**src/inc/tpcs_pkg.sv**
```systemverilog
`default_nettype none
// shared constants of the timer0 clock select and prescaler block
package tpcs_pkg;
    // special function register bus
    localparam int         ADDR_W          = 8;
    localparam logic [7:0] COUNT_ADDR      = 8'h0A;   // prescaler_zero_count, read only
    localparam logic [7:0] UNMAPPED_RDATA  = 8'h00;

    // timer_zero_mode field positions
    localparam int         LOW_CLOCK_BIT   = 7;       // low_clock_select
    localparam int         SPARE_BIT       = 6;       // spare_bit, plain storage
    localparam int         SOURCE_BIT      = 5;       // tick_source_select
    localparam int         EDGE_BIT        = 4;       // tick_edge_select
    localparam int         ASSIGN_BIT      = 3;       // prescaler_assign
    localparam int         RATE_LSB        = 0;       // prescaler_rate [2:0]
    localparam int         RATE_W          = 3;

    // reset values
    localparam logic [7:0] MODE_RESET      = 8'h3F;
    localparam logic [7:0] COUNT_RESET     = 8'hFF;
endpackage : tpcs_pkg
`default_nettype wire

```
**src/inc/tpcs_clk_if.sv**
```systemverilog
`timescale 1ns/1ps
`default_nettype none
// timer0 clock source configuration and the selected edge pulse
interface tpcs_clk_if;
    logic source_sel;   // 0 instruction clock, 1 pin or low oscillator
    logic low_sel;      // with source_sel, low oscillator replaces the pin
    logic edge_fall;    // 1 falling edges count, 0 rising edges count
    logic edge_pulse;   // one cycle per counted edge of the selected source

    modport ctrl_mp (output source_sel, output low_sel, output edge_fall, input edge_pulse);
    modport sel_mp  (input source_sel, input low_sel, input edge_fall, output edge_pulse);
endinterface : tpcs_clk_if
`default_nettype wire

```
**src/hdl/tpcs_top.sv**
```systemverilog
`timescale 1ns/1ps
`default_nettype none
// Overview of operation
// - The timer mode register is written and read only by its two dedicated instructions.
// - Assigned to timer0, the prescaler divides by two to the power of rate plus one.
// - Assigned to the watchdog it divides 1:1..1:128 in reset mode, 1:2..1:256 in interrupt mode.
// - The assign bit at bit 3 gives the prescaler to the watchdog when one, else to timer0.
// - Edge select one counts falling edges, zero counts rising edges of the external clock pin.
// - The same edge choice applies when the low oscillator is the timer0 clock.
// - Source select zero takes the instruction clock, else the pin or, with low select, the oscillator.
// - The count register reads the live 8-bit prescaler count, ignores writes, resets to ones.
module tpcs_top (
    input  wire logic                     sys_clk_i,
    input  wire logic                     resetn_i,
    input  wire logic                     mode_wr_i,
    input  wire logic [7:0]               mode_wdata_i,
    input  wire logic                     mode_rd_i,
    output var  logic [7:0]               mode_rdata_o,
    input  wire logic                     sfr_rd_i,
    input  wire logic                     sfr_wr_i,
    input  wire logic [tpcs_pkg::ADDR_W-1:0] sfr_addr_i,
    input  wire logic [7:0]               sfr_wdata_i,
    output var  logic [7:0]               sfr_rdata_o,
    input  wire logic                     instr_clk_tick_i,
    input  wire logic                     ext_clock_pin_i,
    input  wire logic                     low_osc_i,
    input  wire logic                     wdt_clk_tick_i,
    input  wire logic                     wdt_int_mode_i,
    output var  logic                     timer0_tick_o,
    output var  logic                     wdt_tick_o
);
    logic [7:0] mode_q;
    logic [7:0] mode_d;
    logic [7:0] mode_rdata_q;
    logic [7:0] mode_rdata_d;
    logic [7:0] sfr_rdata_q;
    logic [7:0] sfr_rdata_d;
    logic [7:0] cnt_q;
    logic [7:0] cnt_d;
    logic       t0_tick_q;
    logic       t0_tick_d;
    logic       wdt_tick_q;
    logic       wdt_tick_d;
    logic       to_wdt;
    logic [2:0] rate;
    logic       presc_in;
    logic [3:0] shift;
    logic [7:0] mask;
    logic       presc_tick;

    tpcs_clk_if cif ();

    ////////////////////////////////////////////////////////////////////////////
    // mode fields out to the prescaler and the source selector
    assign to_wdt         = mode_q[tpcs_pkg::ASSIGN_BIT];
    assign rate           = mode_q[tpcs_pkg::RATE_LSB +: tpcs_pkg::RATE_W];
    assign cif.source_sel = mode_q[tpcs_pkg::SOURCE_BIT];
    assign cif.low_sel    = mode_q[tpcs_pkg::LOW_CLOCK_BIT];
    assign cif.edge_fall  = mode_q[tpcs_pkg::EDGE_BIT];

    tpcs_edge_sel i_tpcs_edge_sel (
        .sys_clk_i        (sys_clk_i),
        .resetn_i         (resetn_i),
        .instr_clk_tick_i (instr_clk_tick_i),
        .ext_clock_pin_i  (ext_clock_pin_i),
        .low_osc_i        (low_osc_i),
        .cif              (cif.sel_mp)
    );

    ////////////////////////////////////////////////////////////////////////////
    // mode register, reached only by the write and read instructions
    always_comb begin
        mode_d       = mode_q;
        mode_rdata_d = mode_rdata_q;
        if (mode_wr_i) begin
            mode_d = mode_wdata_i;
        end
        if (mode_rd_i) begin
            mode_rdata_d = mode_q;
        end
    end

    always_ff @(posedge sys_clk_i) begin
        if (!resetn_i) begin
            mode_q       <= tpcs_pkg::MODE_RESET;
            mode_rdata_q <= tpcs_pkg::MODE_RESET;
        end else begin
            mode_q       <= mode_d;
            mode_rdata_q <= mode_rdata_d;
        end
    end

    ////////////////////////////////////////////////////////////////////////////
    // shared prescaler; the consumer without it sees its source edges directly
    always_comb begin
        presc_in = to_wdt ? wdt_clk_tick_i : cif.edge_pulse;
        if (to_wdt && !wdt_int_mode_i) begin
            shift = {1'b0, rate};
        end else begin
            shift = {1'b0, rate} + 4'h1;
        end
        mask  = ~(8'hFF << shift);
        cnt_d = cnt_q;
        if (presc_in) begin
            cnt_d = cnt_q + 8'h01;
        end
        presc_tick = presc_in && ((cnt_d & mask) == 8'h00);
        t0_tick_d  = to_wdt ? cif.edge_pulse : presc_tick;
        wdt_tick_d = to_wdt ? presc_tick : wdt_clk_tick_i;
    end

    always_ff @(posedge sys_clk_i) begin
        if (!resetn_i) begin
            cnt_q      <= tpcs_pkg::COUNT_RESET;
            t0_tick_q  <= 1'b0;
            wdt_tick_q <= 1'b0;
        end else begin
            cnt_q      <= cnt_d;
            t0_tick_q  <= t0_tick_d;
            wdt_tick_q <= wdt_tick_d;
        end
    end

    ////////////////////////////////////////////////////////////////////////////
    // count register read port; writes fall on nothing
    always_comb begin
        sfr_rdata_d = sfr_rdata_q;
        if (sfr_rd_i) begin
            if (sfr_addr_i == tpcs_pkg::COUNT_ADDR) begin
                sfr_rdata_d = cnt_q;
            end else begin
                sfr_rdata_d = tpcs_pkg::UNMAPPED_RDATA;
            end
        end
    end

    always_ff @(posedge sys_clk_i) begin
        if (!resetn_i) begin
            sfr_rdata_q <= tpcs_pkg::UNMAPPED_RDATA;
        end else begin
            sfr_rdata_q <= sfr_rdata_d;
        end
    end

    ////////////////////////////////////////////////////////////////////////////
    // outputs straight from flip-flops
    assign mode_rdata_o  = mode_rdata_q;
    assign sfr_rdata_o   = sfr_rdata_q;
    assign timer0_tick_o = t0_tick_q;
    assign wdt_tick_o    = wdt_tick_q;

    ////////////////////////////////////////////////////////////////////////////
    // checks
    mode_read_a : assert property (@(posedge sys_clk_i) disable iff (!resetn_i)
        (mode_wr_i ##1 (mode_rd_i && !mode_wr_i)) |=> (mode_rdata_o == $past(mode_wdata_i, 2)))
        else $error("mode read does not return last instruction write");
    count_read_a : assert property (@(posedge sys_clk_i) disable iff (!resetn_i)
        (sfr_rd_i && sfr_addr_i == tpcs_pkg::COUNT_ADDR) |=> (sfr_rdata_o == $past(cnt_q)))
        else $error("count read not live");
    count_ro_a : assert property (@(posedge sys_clk_i) disable iff (!resetn_i)
        (sfr_wr_i && !presc_in) |=> $stable(cnt_q))
        else $error("count changed by a write");
    count_step_a : assert property (@(posedge sys_clk_i) disable iff (!resetn_i)
        presc_in |=> (cnt_q == $past(cnt_q) + 8'h01))
        else $error("prescaler missed an input edge");
    t0_ratio_a : assert property (@(posedge sys_clk_i) disable iff (!resetn_i)
        (timer0_tick_o && !$past(to_wdt))
        |-> ((cnt_q & (8'hFF >> (3'h7 - $past(rate)))) == 8'h00))
        else $error("timer0 tick off its ratio");
    wdt_ratio_a : assert property (@(posedge sys_clk_i) disable iff (!resetn_i)
        (wdt_tick_o && $past(to_wdt) && !$past(wdt_int_mode_i))
        |-> ((cnt_q & (8'h7F >> (3'h7 - $past(rate)))) == 8'h00))
        else $error("watchdog reset mode tick off its ratio");
    wdt_direct_a : assert property (@(posedge sys_clk_i) disable iff (!resetn_i)
        (!to_wdt && wdt_clk_tick_i) |=> wdt_tick_o)
        else $error("watchdog source lost while prescaler is on timer0");
    t0_direct_a : assert property (@(posedge sys_clk_i) disable iff (!resetn_i)
        (to_wdt && cif.edge_pulse) |=> (timer0_tick_o && $stable(cnt_q) == !$past(presc_in)))
        else $error("timer0 edge not passed directly");

    // checks on the instruction and register ports
    mode_load_a : assert property (@(posedge sys_clk_i) disable iff (!resetn_i)
        mode_wr_i |=> (mode_q == $past(mode_wdata_i)))
        else $error("mode write not taken");
    mode_keep_a : assert property (@(posedge sys_clk_i) disable iff (!resetn_i)
        !mode_wr_i |=> $stable(mode_q))
        else $error("mode changed without a write instruction");
    mode_hold_a : assert property (@(posedge sys_clk_i) disable iff (!resetn_i)
        !mode_rd_i |=> $stable(mode_rdata_o))
        else $error("mode read data moved without a read");
    mode_reset_a : assert property (@(posedge sys_clk_i)
        !resetn_i |=> (mode_q == tpcs_pkg::MODE_RESET))
        else $error("mode register not at its reset value");
    unmapped_read_a : assert property (@(posedge sys_clk_i) disable iff (!resetn_i)
        (sfr_rd_i && sfr_addr_i != tpcs_pkg::COUNT_ADDR)
        |=> (sfr_rdata_o == tpcs_pkg::UNMAPPED_RDATA))
        else $error("unmapped read not zero");
    sfr_hold_a : assert property (@(posedge sys_clk_i) disable iff (!resetn_i)
        !sfr_rd_i |=> $stable(sfr_rdata_o))
        else $error("register read data moved without a read");
    count_reset_a : assert property (@(posedge sys_clk_i)
        !resetn_i |=> (cnt_q == tpcs_pkg::COUNT_RESET))
        else $error("count not all ones after reset");

    // checks on the prescaler and the ticks
    count_idle_a : assert property (@(posedge sys_clk_i) disable iff (!resetn_i)
        !presc_in |=> $stable(cnt_q))
        else $error("count moved without an input edge");
    t0_gated_a : assert property (@(posedge sys_clk_i) disable iff (!resetn_i)
        (!to_wdt && !cif.edge_pulse) |=> !timer0_tick_o)
        else $error("timer0 tick without a source edge");
    wdt_gated_a : assert property (@(posedge sys_clk_i) disable iff (!resetn_i)
        (to_wdt && !wdt_clk_tick_i) |=> !wdt_tick_o)
        else $error("watchdog tick without a base tick");
    wdt_int_ratio_a : assert property (@(posedge sys_clk_i) disable iff (!resetn_i)
        (wdt_tick_o && $past(to_wdt) && $past(wdt_int_mode_i))
        |-> ((cnt_q & (8'hFF >> (3'h7 - $past(rate)))) == 8'h00))
        else $error("watchdog interrupt mode tick off its ratio");
    t0_half_a : assert property (@(posedge sys_clk_i) disable iff (!resetn_i)
        (!to_wdt && cif.edge_pulse && rate == 3'h0 && cnt_q[0]) |=> timer0_tick_o)
        else $error("timer0 missed a tick at one to two");
    wdt_one_a : assert property (@(posedge sys_clk_i) disable iff (!resetn_i)
        (to_wdt && !wdt_int_mode_i && rate == 3'h0 && wdt_clk_tick_i) |=> wdt_tick_o)
        else $error("watchdog missed a tick at one to one");
    tick_reset_a : assert property (@(posedge sys_clk_i)
        !resetn_i |=> (!timer0_tick_o && !wdt_tick_o))
        else $error("tick seen after a reset edge");
endmodule : tpcs_top
`default_nettype wire

```
**src/hdl/tpcs_edge_sel.sv**
```systemverilog
`timescale 1ns/1ps
`default_nettype none
// picks timer0's clock source and turns the chosen edge into a one-cycle pulse
module tpcs_edge_sel (
    input  wire logic     sys_clk_i,
    input  wire logic     resetn_i,
    input  wire logic     instr_clk_tick_i,
    input  wire logic     ext_clock_pin_i,
    input  wire logic     low_osc_i,
    tpcs_clk_if.sel_mp    cif
);
    logic pin_q;
    logic pin_d;
    logic osc_q;
    logic osc_d;
    logic raw_now;
    logic raw_prev;

    ////////////////////////////////////////////////////////////////////////////
    // edge detection; both levels are kept so a source switch sees its own past
    always_comb begin
        pin_d    = ext_clock_pin_i;
        osc_d    = low_osc_i;
        raw_now  = cif.low_sel ? low_osc_i : ext_clock_pin_i;
        raw_prev = cif.low_sel ? osc_q : pin_q;
        if (!cif.source_sel) begin
            cif.edge_pulse = instr_clk_tick_i;
        end else if (cif.edge_fall) begin
            cif.edge_pulse = raw_prev & ~raw_now;
        end else begin
            cif.edge_pulse = ~raw_prev & raw_now;
        end
    end

    always_ff @(posedge sys_clk_i) begin
        if (!resetn_i) begin
            pin_q <= 1'b0;
            osc_q <= 1'b0;
        end else begin
            pin_q <= pin_d;
            osc_q <= osc_d;
        end
    end

    ////////////////////////////////////////////////////////////////////////////
    // checks
    pin_fall_a : assert property (@(posedge sys_clk_i) disable iff (!resetn_i)
        (cif.source_sel && !cif.low_sel && cif.edge_fall && $past(resetn_i)
         && $fell(ext_clock_pin_i)) |-> cif.edge_pulse)
        else $error("falling pin edge not counted");
    pin_rise_a : assert property (@(posedge sys_clk_i) disable iff (!resetn_i)
        (cif.source_sel && !cif.low_sel && !cif.edge_fall && $fell(ext_clock_pin_i))
        |-> !cif.edge_pulse)
        else $error("falling pin edge counted in rising mode");
    low_osc_a : assert property (@(posedge sys_clk_i) disable iff (!resetn_i)
        (cif.source_sel && cif.low_sel && cif.edge_fall && $past(resetn_i)
         && $fell(low_osc_i)) |-> cif.edge_pulse)
        else $error("falling low oscillator edge not counted");
    instr_src_a : assert property (@(posedge sys_clk_i) disable iff (!resetn_i)
        !cif.source_sel |-> (cif.edge_pulse == instr_clk_tick_i))
        else $error("instruction clock not passed through");
    pin_up_a : assert property (@(posedge sys_clk_i) disable iff (!resetn_i)
        (cif.source_sel && !cif.low_sel && !cif.edge_fall && $past(resetn_i)
         && $rose(ext_clock_pin_i)) |-> cif.edge_pulse)
        else $error("rising pin edge not counted");
    osc_up_a : assert property (@(posedge sys_clk_i) disable iff (!resetn_i)
        (cif.source_sel && cif.low_sel && !cif.edge_fall && $past(resetn_i)
         && $rose(low_osc_i)) |-> cif.edge_pulse)
        else $error("rising low oscillator edge not counted");
endmodule : tpcs_edge_sel
`default_nettype wire

```
**config.mk**
```make
export PLATFORM = sky130hd
export DESIGN_NAME = tpcs_top
export DESIGN_NICKNAME = d
export VERILOG_FILES = /design/src/inc/tpcs_pkg.sv /design/src/inc/tpcs_clk_if.sv /design/src/hdl/tpcs_top.sv /design/src/hdl/tpcs_edge_sel.sv
export SDC_FILE = /design/constraint.sdc
export NUM_CORES = 1
export LEC_CHECK = 0
export ABC_AREA = 1
export BUFFER_PORTS_ARGS = -buffer_cell sky130_fd_sc_hd__buf_2
export CORE_UTILIZATION = 46
export CTS_CLUSTER_DIAMETER = 200
export DETAILED_ROUTE_END_ITERATION = 8
export PLACE_DENSITY = 0.79
export SETUP_SLACK_MARGIN = 0.2
export SLEW_MARGIN = 10
export SYNTH_ARGS = -nofsm -noshare
export SYNTH_HDL_FRONTEND = slang
export SYNTH_HIERARCHICAL = 1
export SYNTH_SLANG_ARGS = --single-unit
```
**constraint.sdc**
```tcl
create_clock -name sys_clk_i -period 1.9 [get_ports sys_clk_i]
set_clock_uncertainty 0.2 [all_clocks]
set_input_delay 0.38 -clock sys_clk_i [delete_from_list [all_inputs] [get_ports sys_clk_i]]
set_output_delay 0.38 -clock sys_clk_i [all_outputs]
set_load 0.05 [all_outputs]
```
Yosys cells after proc, flatten, opt, wreduce, memory -nomap -nowiden
Index checks and enable logic that the tools add are counted.
- latch bits: 0
- flip-flop bits (word level): 36
- output and inout bits: 18
- bits of input ports: 35
- bits in writable memories: 0
- bits in read-only memories: 0
- memories: 0
- order comparisons: 0
- $add $sub $neg: 2
- equality and inequality tests: 1
- shifts and indexed selects: 1
- bitwise logic cells: 6
- multipliers: 0
- reductions and logical operators: 4
- multiplexer cells: 10
- div/mod/pow operators: 0
- operator list (operator ; count):
    two-way mux 8 bit ; 2
    adder 8 x 1 -> 8 bit, second input constant ; 1
    AND 8 bit ; 1
    == test 8 x 4 -> 1 bit, second input constant ; 1
    zero test 8 bit ; 1
    inverter 8 bit ; 1
    << shifter 8 x 4 -> 8 bit, first input constant ; 1
    two-way mux 1 bit ; 7
    adder 3 x 1 -> 4 bit, second input constant ; 1
    two-way mux 4 bit ; 1
    AND 1 bit ; 2
    logical AND 1 bit ; 2
    inverter 1 bit ; 2
    zero test 1 bit ; 1

Logic depth before layout (Yosys ltp)
- depth in word-level cells: 11
- depth in mapped cells: 18

Cells and area by module
Netlist, hierarchy kept.
- modules (own cells, without submodules) (module ; cells an instance ; area each (um^2) ; instances ; sequential area each (um^2)):
    tpcs_top ; 222 ; 1586.5 ; 1 ; 680.7
    tpcs_edge_sel ; 31 ; 156.4 ; 1 ; 40.0

Worst setup path before layout
OpenSTA, ideal clock, no wires.
- path kind: register to register
- start point: register mode_q[7]
- end point: register wdt_tick_q (netlist: wdt_tick_o)
- stages on the path, launching flop included: 17
- arrival: 1.500 ns
- required time: 1.577 ns
- path slack: 0.077 ns
- path through: dfxtp_1 -> nand2_1 -> nand2_1 -> nand3_1 -> nand2_1 -> nand2_1 -> nand2_1 -> nand2_2 -> nand2_2 -> buf_6 -> nand3_1 -> nand2_1 -> nand2_1 -> o21ai_1 -> nor2_1 -> nand2_1 -> a21oi_1
- cells in the longest elaborated chain, start to end: 11
- elaborated cells between the ends (all ways): 14
- those cells by class: mux (7); bitwise (5); reduce/logical (2)
- ends and longest elaborated chain (element ; line ; RTL):
    from (decl) ; tpcs_top.sv:32 ; logic [7:0] mode_q;
    from (signal assigned) ; tpcs_top.sv:85 ; mode_q <= tpcs_pkg::MODE_RESET;
    from (signal assigned) ; tpcs_top.sv:88 ; mode_q <= mode_d;
    two-way mux 1 bit (on tied branches) ; tpcs_edge_sel.sv:25, tpcs_edge_sel.sv:24 ;
    inverter 1 bit (on tied branches) ; tpcs_edge_sel.sv:31, tpcs_edge_sel.sv:29 ;
    AND 1 bit (on tied branches) ; tpcs_edge_sel.sv:31, tpcs_edge_sel.sv:29 ;
    two-way mux 1 bit (*) ; tpcs_edge_sel.sv:28 ; end else if (cif.edge_fall) begin
    two-way mux 1 bit (*) ; tpcs_edge_sel.sv:26 ; if (!cif.source_sel) begin
    via cif.edge_pulse ; tpcs_clk_if.sv:8 ; logic edge_pulse;
    two-way mux 1 bit (*) ; tpcs_top.sv:96 ; presc_in = to_wdt ? wdt_clk_tick_i : cif.edge_pulse;
    two-way mux 8 bit ; tpcs_top.sv:104 ; if (presc_in) begin
    AND 8 bit ; tpcs_top.sv:107 ; presc_tick = presc_in && ((cnt_d & mask) == 8'h00);
    zero test 8 bit ; tpcs_top.sv:107 ;
    logical AND 1 bit (*) ; tpcs_top.sv:107 ;
    two-way mux 1 bit (*) ; tpcs_top.sv:109 ; wdt_tick_d = to_wdt ? presc_tick : wdt_clk_tick_i;
    to (signal assigned) ; tpcs_top.sv:120 ; wdt_tick_q <= wdt_tick_d;
    to (decl) ; tpcs_top.sv:42 ; logic wdt_tick_q;
Mark *: on every way through the listed nets, which the timed path passes. The rest lies on a longest branch.
A chain may end at the register's enable or synchronous reset.

Worst setup path after layout
Same ends and word-level chain as after synthesis.

==> impl_metrics.toml <==
[synth]
synth-warning-count = 6
ys_top_cells_by_area = "dfxtp_1 41%, nand2_1 20%, nand3_1 6.3%"
syn-instance-count = 253
synth_top_cell_area_share_pct = 41.3
synth.net_count = 290
avgSynthCellArea_um2 = 6.89
synth.distinct_cells = 26
yosysSeqAreaShare_pct = 41.3
synth_seq_cells = 36
synth_area_um2 = 1740
yosysTopAreaCell = "dfxtp_1"

[power]
pwr_density_cell_nw_per_um2 = 859
ir_drop_mv = 0.475
p_leak_uw = 0.00123
power.total_uw = 1990

[route]
wl_um = 4090
drc = 0
dr.pass1.iters = 4
ant_nets = 0
drt-initial-drc-count = 79
vias = 1795
avgRoutedWirePerCell_um = 11.3
post_drt_via_cell_ratio = 4.97

[place]
port_buffers = 43
place.gp.congestion = 0.829
dp_cells = 350
hpwl_um = 2830
post_dp_cell_area_um2 = 2110
place_ws_ps = -229

[final_layout]
area_growth_pct = 32.7
nets = 352
nFillCells = 316
n_antenna_cell = 0
instances_no_fill = 361
layout-drive-gt1-share_pct = 33.7
fin_area_um2 = 2310

[floorplan]
coreArea_um2 = 3470
io_pins = 53
die_h_um = 63.6
rows = 21
die_area_um2 = 4040
die_width_um = 63.6
start_util_pct = 50.3

[setup_path]
crit_fanout = 7
slowest_delay_ps = 370
crit_arrival_ps = 2000
critical_path_class = "register to register"
path_common_cell = "nand2_2"
end_kind = "register"
critPathTopFamily = "simple AND/OR/NAND/NOR gates"
required_ps = 1870
cp_slowest_cell = "dfxtp_4"
start_kind = "register"
worst-path-buf-inv = 2
critical_path.cell_chain = "inv_4, nand2_2, nand2_2, nand3_2, nand2_2, nand2_2, nand2_2, nand2_4, nand2_8, buf_12, nand3_2, nand2_1, nand2_2, o21ai_2, nor2_1, nand2_1, a21oi_1"

[cts]
cts_tree = "built"
cts_hold_buffers = 0
clkTransAtPathRegs_ps = 70
clock-sinks = 36
htree_levels = 2
cts_buffer_depth = 2
insertion_delay_ps = 280
cts_buffers = 5
clockRootBuffer = "clkbuf_8"

[sta]
timing.hold.ws_ps = 105
finalCritPeriodShare_pct = 107
rsz0062_at_grt = "yes"
setup_viol = 2
fin_ws_ps = -134
final_max_slew_viol_count = 0
clock.fmax_ghz = 0.492
period_minus_slack_ps = 2030
slew_headroom_pct = 77.1
hold_viol = 0
tightest_slew_ps = 342

[global_route]
grtUsageTotal_pct = 20.5
grt_pass1_vias = 1536
overflow = 0
grt_first_pass_wirelength_um = 6540
grt_antenna_before_repair = 0
grt_max_degree = 18

[job]
drv_cap = 0

[outcome]
violations = "setup timing"
status = "finished, violations left"

[hold_path]
hp-class = "primary input to register"
[Yosys cell counts]
library cell	count
nand2_1	91
dfxtp_1	36
inv_1	22
nand3_1	22
o21ai_0	16
a21oi_1	14
nor2_1	14
clkbuf_1	6
nand2_2	4
o211ai_1	4
inv_2	3
ha_1	2
nand3_2	2
nand3b_1	2
nand4_2	2
nor2_2	2
or2_2	2
buf_6	1
nand3b_2	1
nand4_1	1
nor2_4	1
o21ai_1	1
o21ai_2	1
or4_1	1
xor2_1	1
xor2_2	1
[kinds of logic (layout without fill, tap and decap cells)]
group / Yosys count / after routing / share of synthesized area, %
buf+inv: 32 / 94 / 7.32
simple gates: 145 / 145 / 37.3
flops: 36 / 36 / 41.3
compound gates: 36 / 36 / 11.1
fa+ha+maj: 2 / 2 / 1.44
xor+xnor: 2 / 2 / 1.44
[through the flow]
step                utilization [%]  setup TNS [ps]
finish                         66.7            -235
global route                   66.7            -690
CTS                            64.2           -88.7
detailed placement             60.9            -606
global placement               60.9            -477
floorplan                         -               0
[cells in the final DEF (no fill, tap or decap), types with 2 or more instances in the layout]
cell type  netlist  layout
buf_4            0      15
inv_1           22      22
o21ai_0         16      16
nand2_4          0       2
nand2_1         91      79
a21oi_1         14      13
nand3_2          2       6
nand4_2          2       2
buf_2            0      43
o21ai_2          1       2
nand2_2          4      13
inv_2            3       2
nand3_1         22      18
o211ai_1         4       4
ha_1             2       2
clkbuf_8         0       5
dfxtp_1         36      35
buf_6            1       3
or2_2            2       2
nand3b_1         2       2
nor2_1          14      14
nor2_2           2       2
[flip-flops by register name, indices dropped and copies added (netlist names)]
signal and cells:
mode_rdata_o 8, sfr_rdata_o 8, timer0_tick_o 1, cnt_q 8, i_tpcs_edge_sel/pin_q 1, wdt_tick_o 1
i_tpcs_edge_sel/osc_q 1, mode_q 8
[where the power goes]
group          switching, uW  internal, uW
Sequential              49.7           817
Clock                    245           249
Combinational            386           240
[routing by layer]
layer | GRT usage (%) | vias up | part of all wire, %
li1 | - | 933 | -
met1 | 24.9 | 819 | 44
met2 | 34.7 | 36 | 51
met3 | 4.17 | 7 | 3.6
met4 | 8.52 | 0 | 1.6
met5 | 0 | - | 0
[worst paths after layout]
check,cells after the start,endpoint,startpoint,slack [ps]
worst min-delay path,3,mode_q[4]$_SDFFE_PN1P_,mode_wdata_i[4],100
worst min register to register,2,mode_rdata_o[4]$_SDFFE_PN1P_,mode_rdata_o[4]$_SDFFE_PN1P_,260
worst max-delay path,17,wdt_tick_o$_SDFF_PN0_,mode_q[7]$_SDFFE_PN0P_,-130
worst max register to register,17,wdt_tick_o$_SDFF_PN0_,mode_q[7]$_SDFFE_PN0P_,-130
[worst min-delay path: cells and delay by family]
kind / cells / cell delay [ps]
buf+inv: 1 / 80
simple gates: 2 / 100
[area by class of cell]
cell class / count / area, um^2 / share of cell area [%]
sequential: 36 / 724 / 31.3
clock inverter: 1 / 5.00 / 0.216
tap: 46 / 57.6 / 2.49
timing repair buffer: 62 / 382 / 16.5
multi-input combinational: 185 / 976 / 42.2
inverter: 25 / 96.3 / 4.16
clock buffer: 6 / 72.6 / 3.14
[timing repair]
action	CTS	global route
buffers inserted	2	2
setup endpoints to repair	8	10
endpoints found under the hold margin	0	0
resized for setup	6	20
pin swaps	4	7
Note: power is estimated with default switching activity, not from simulation.
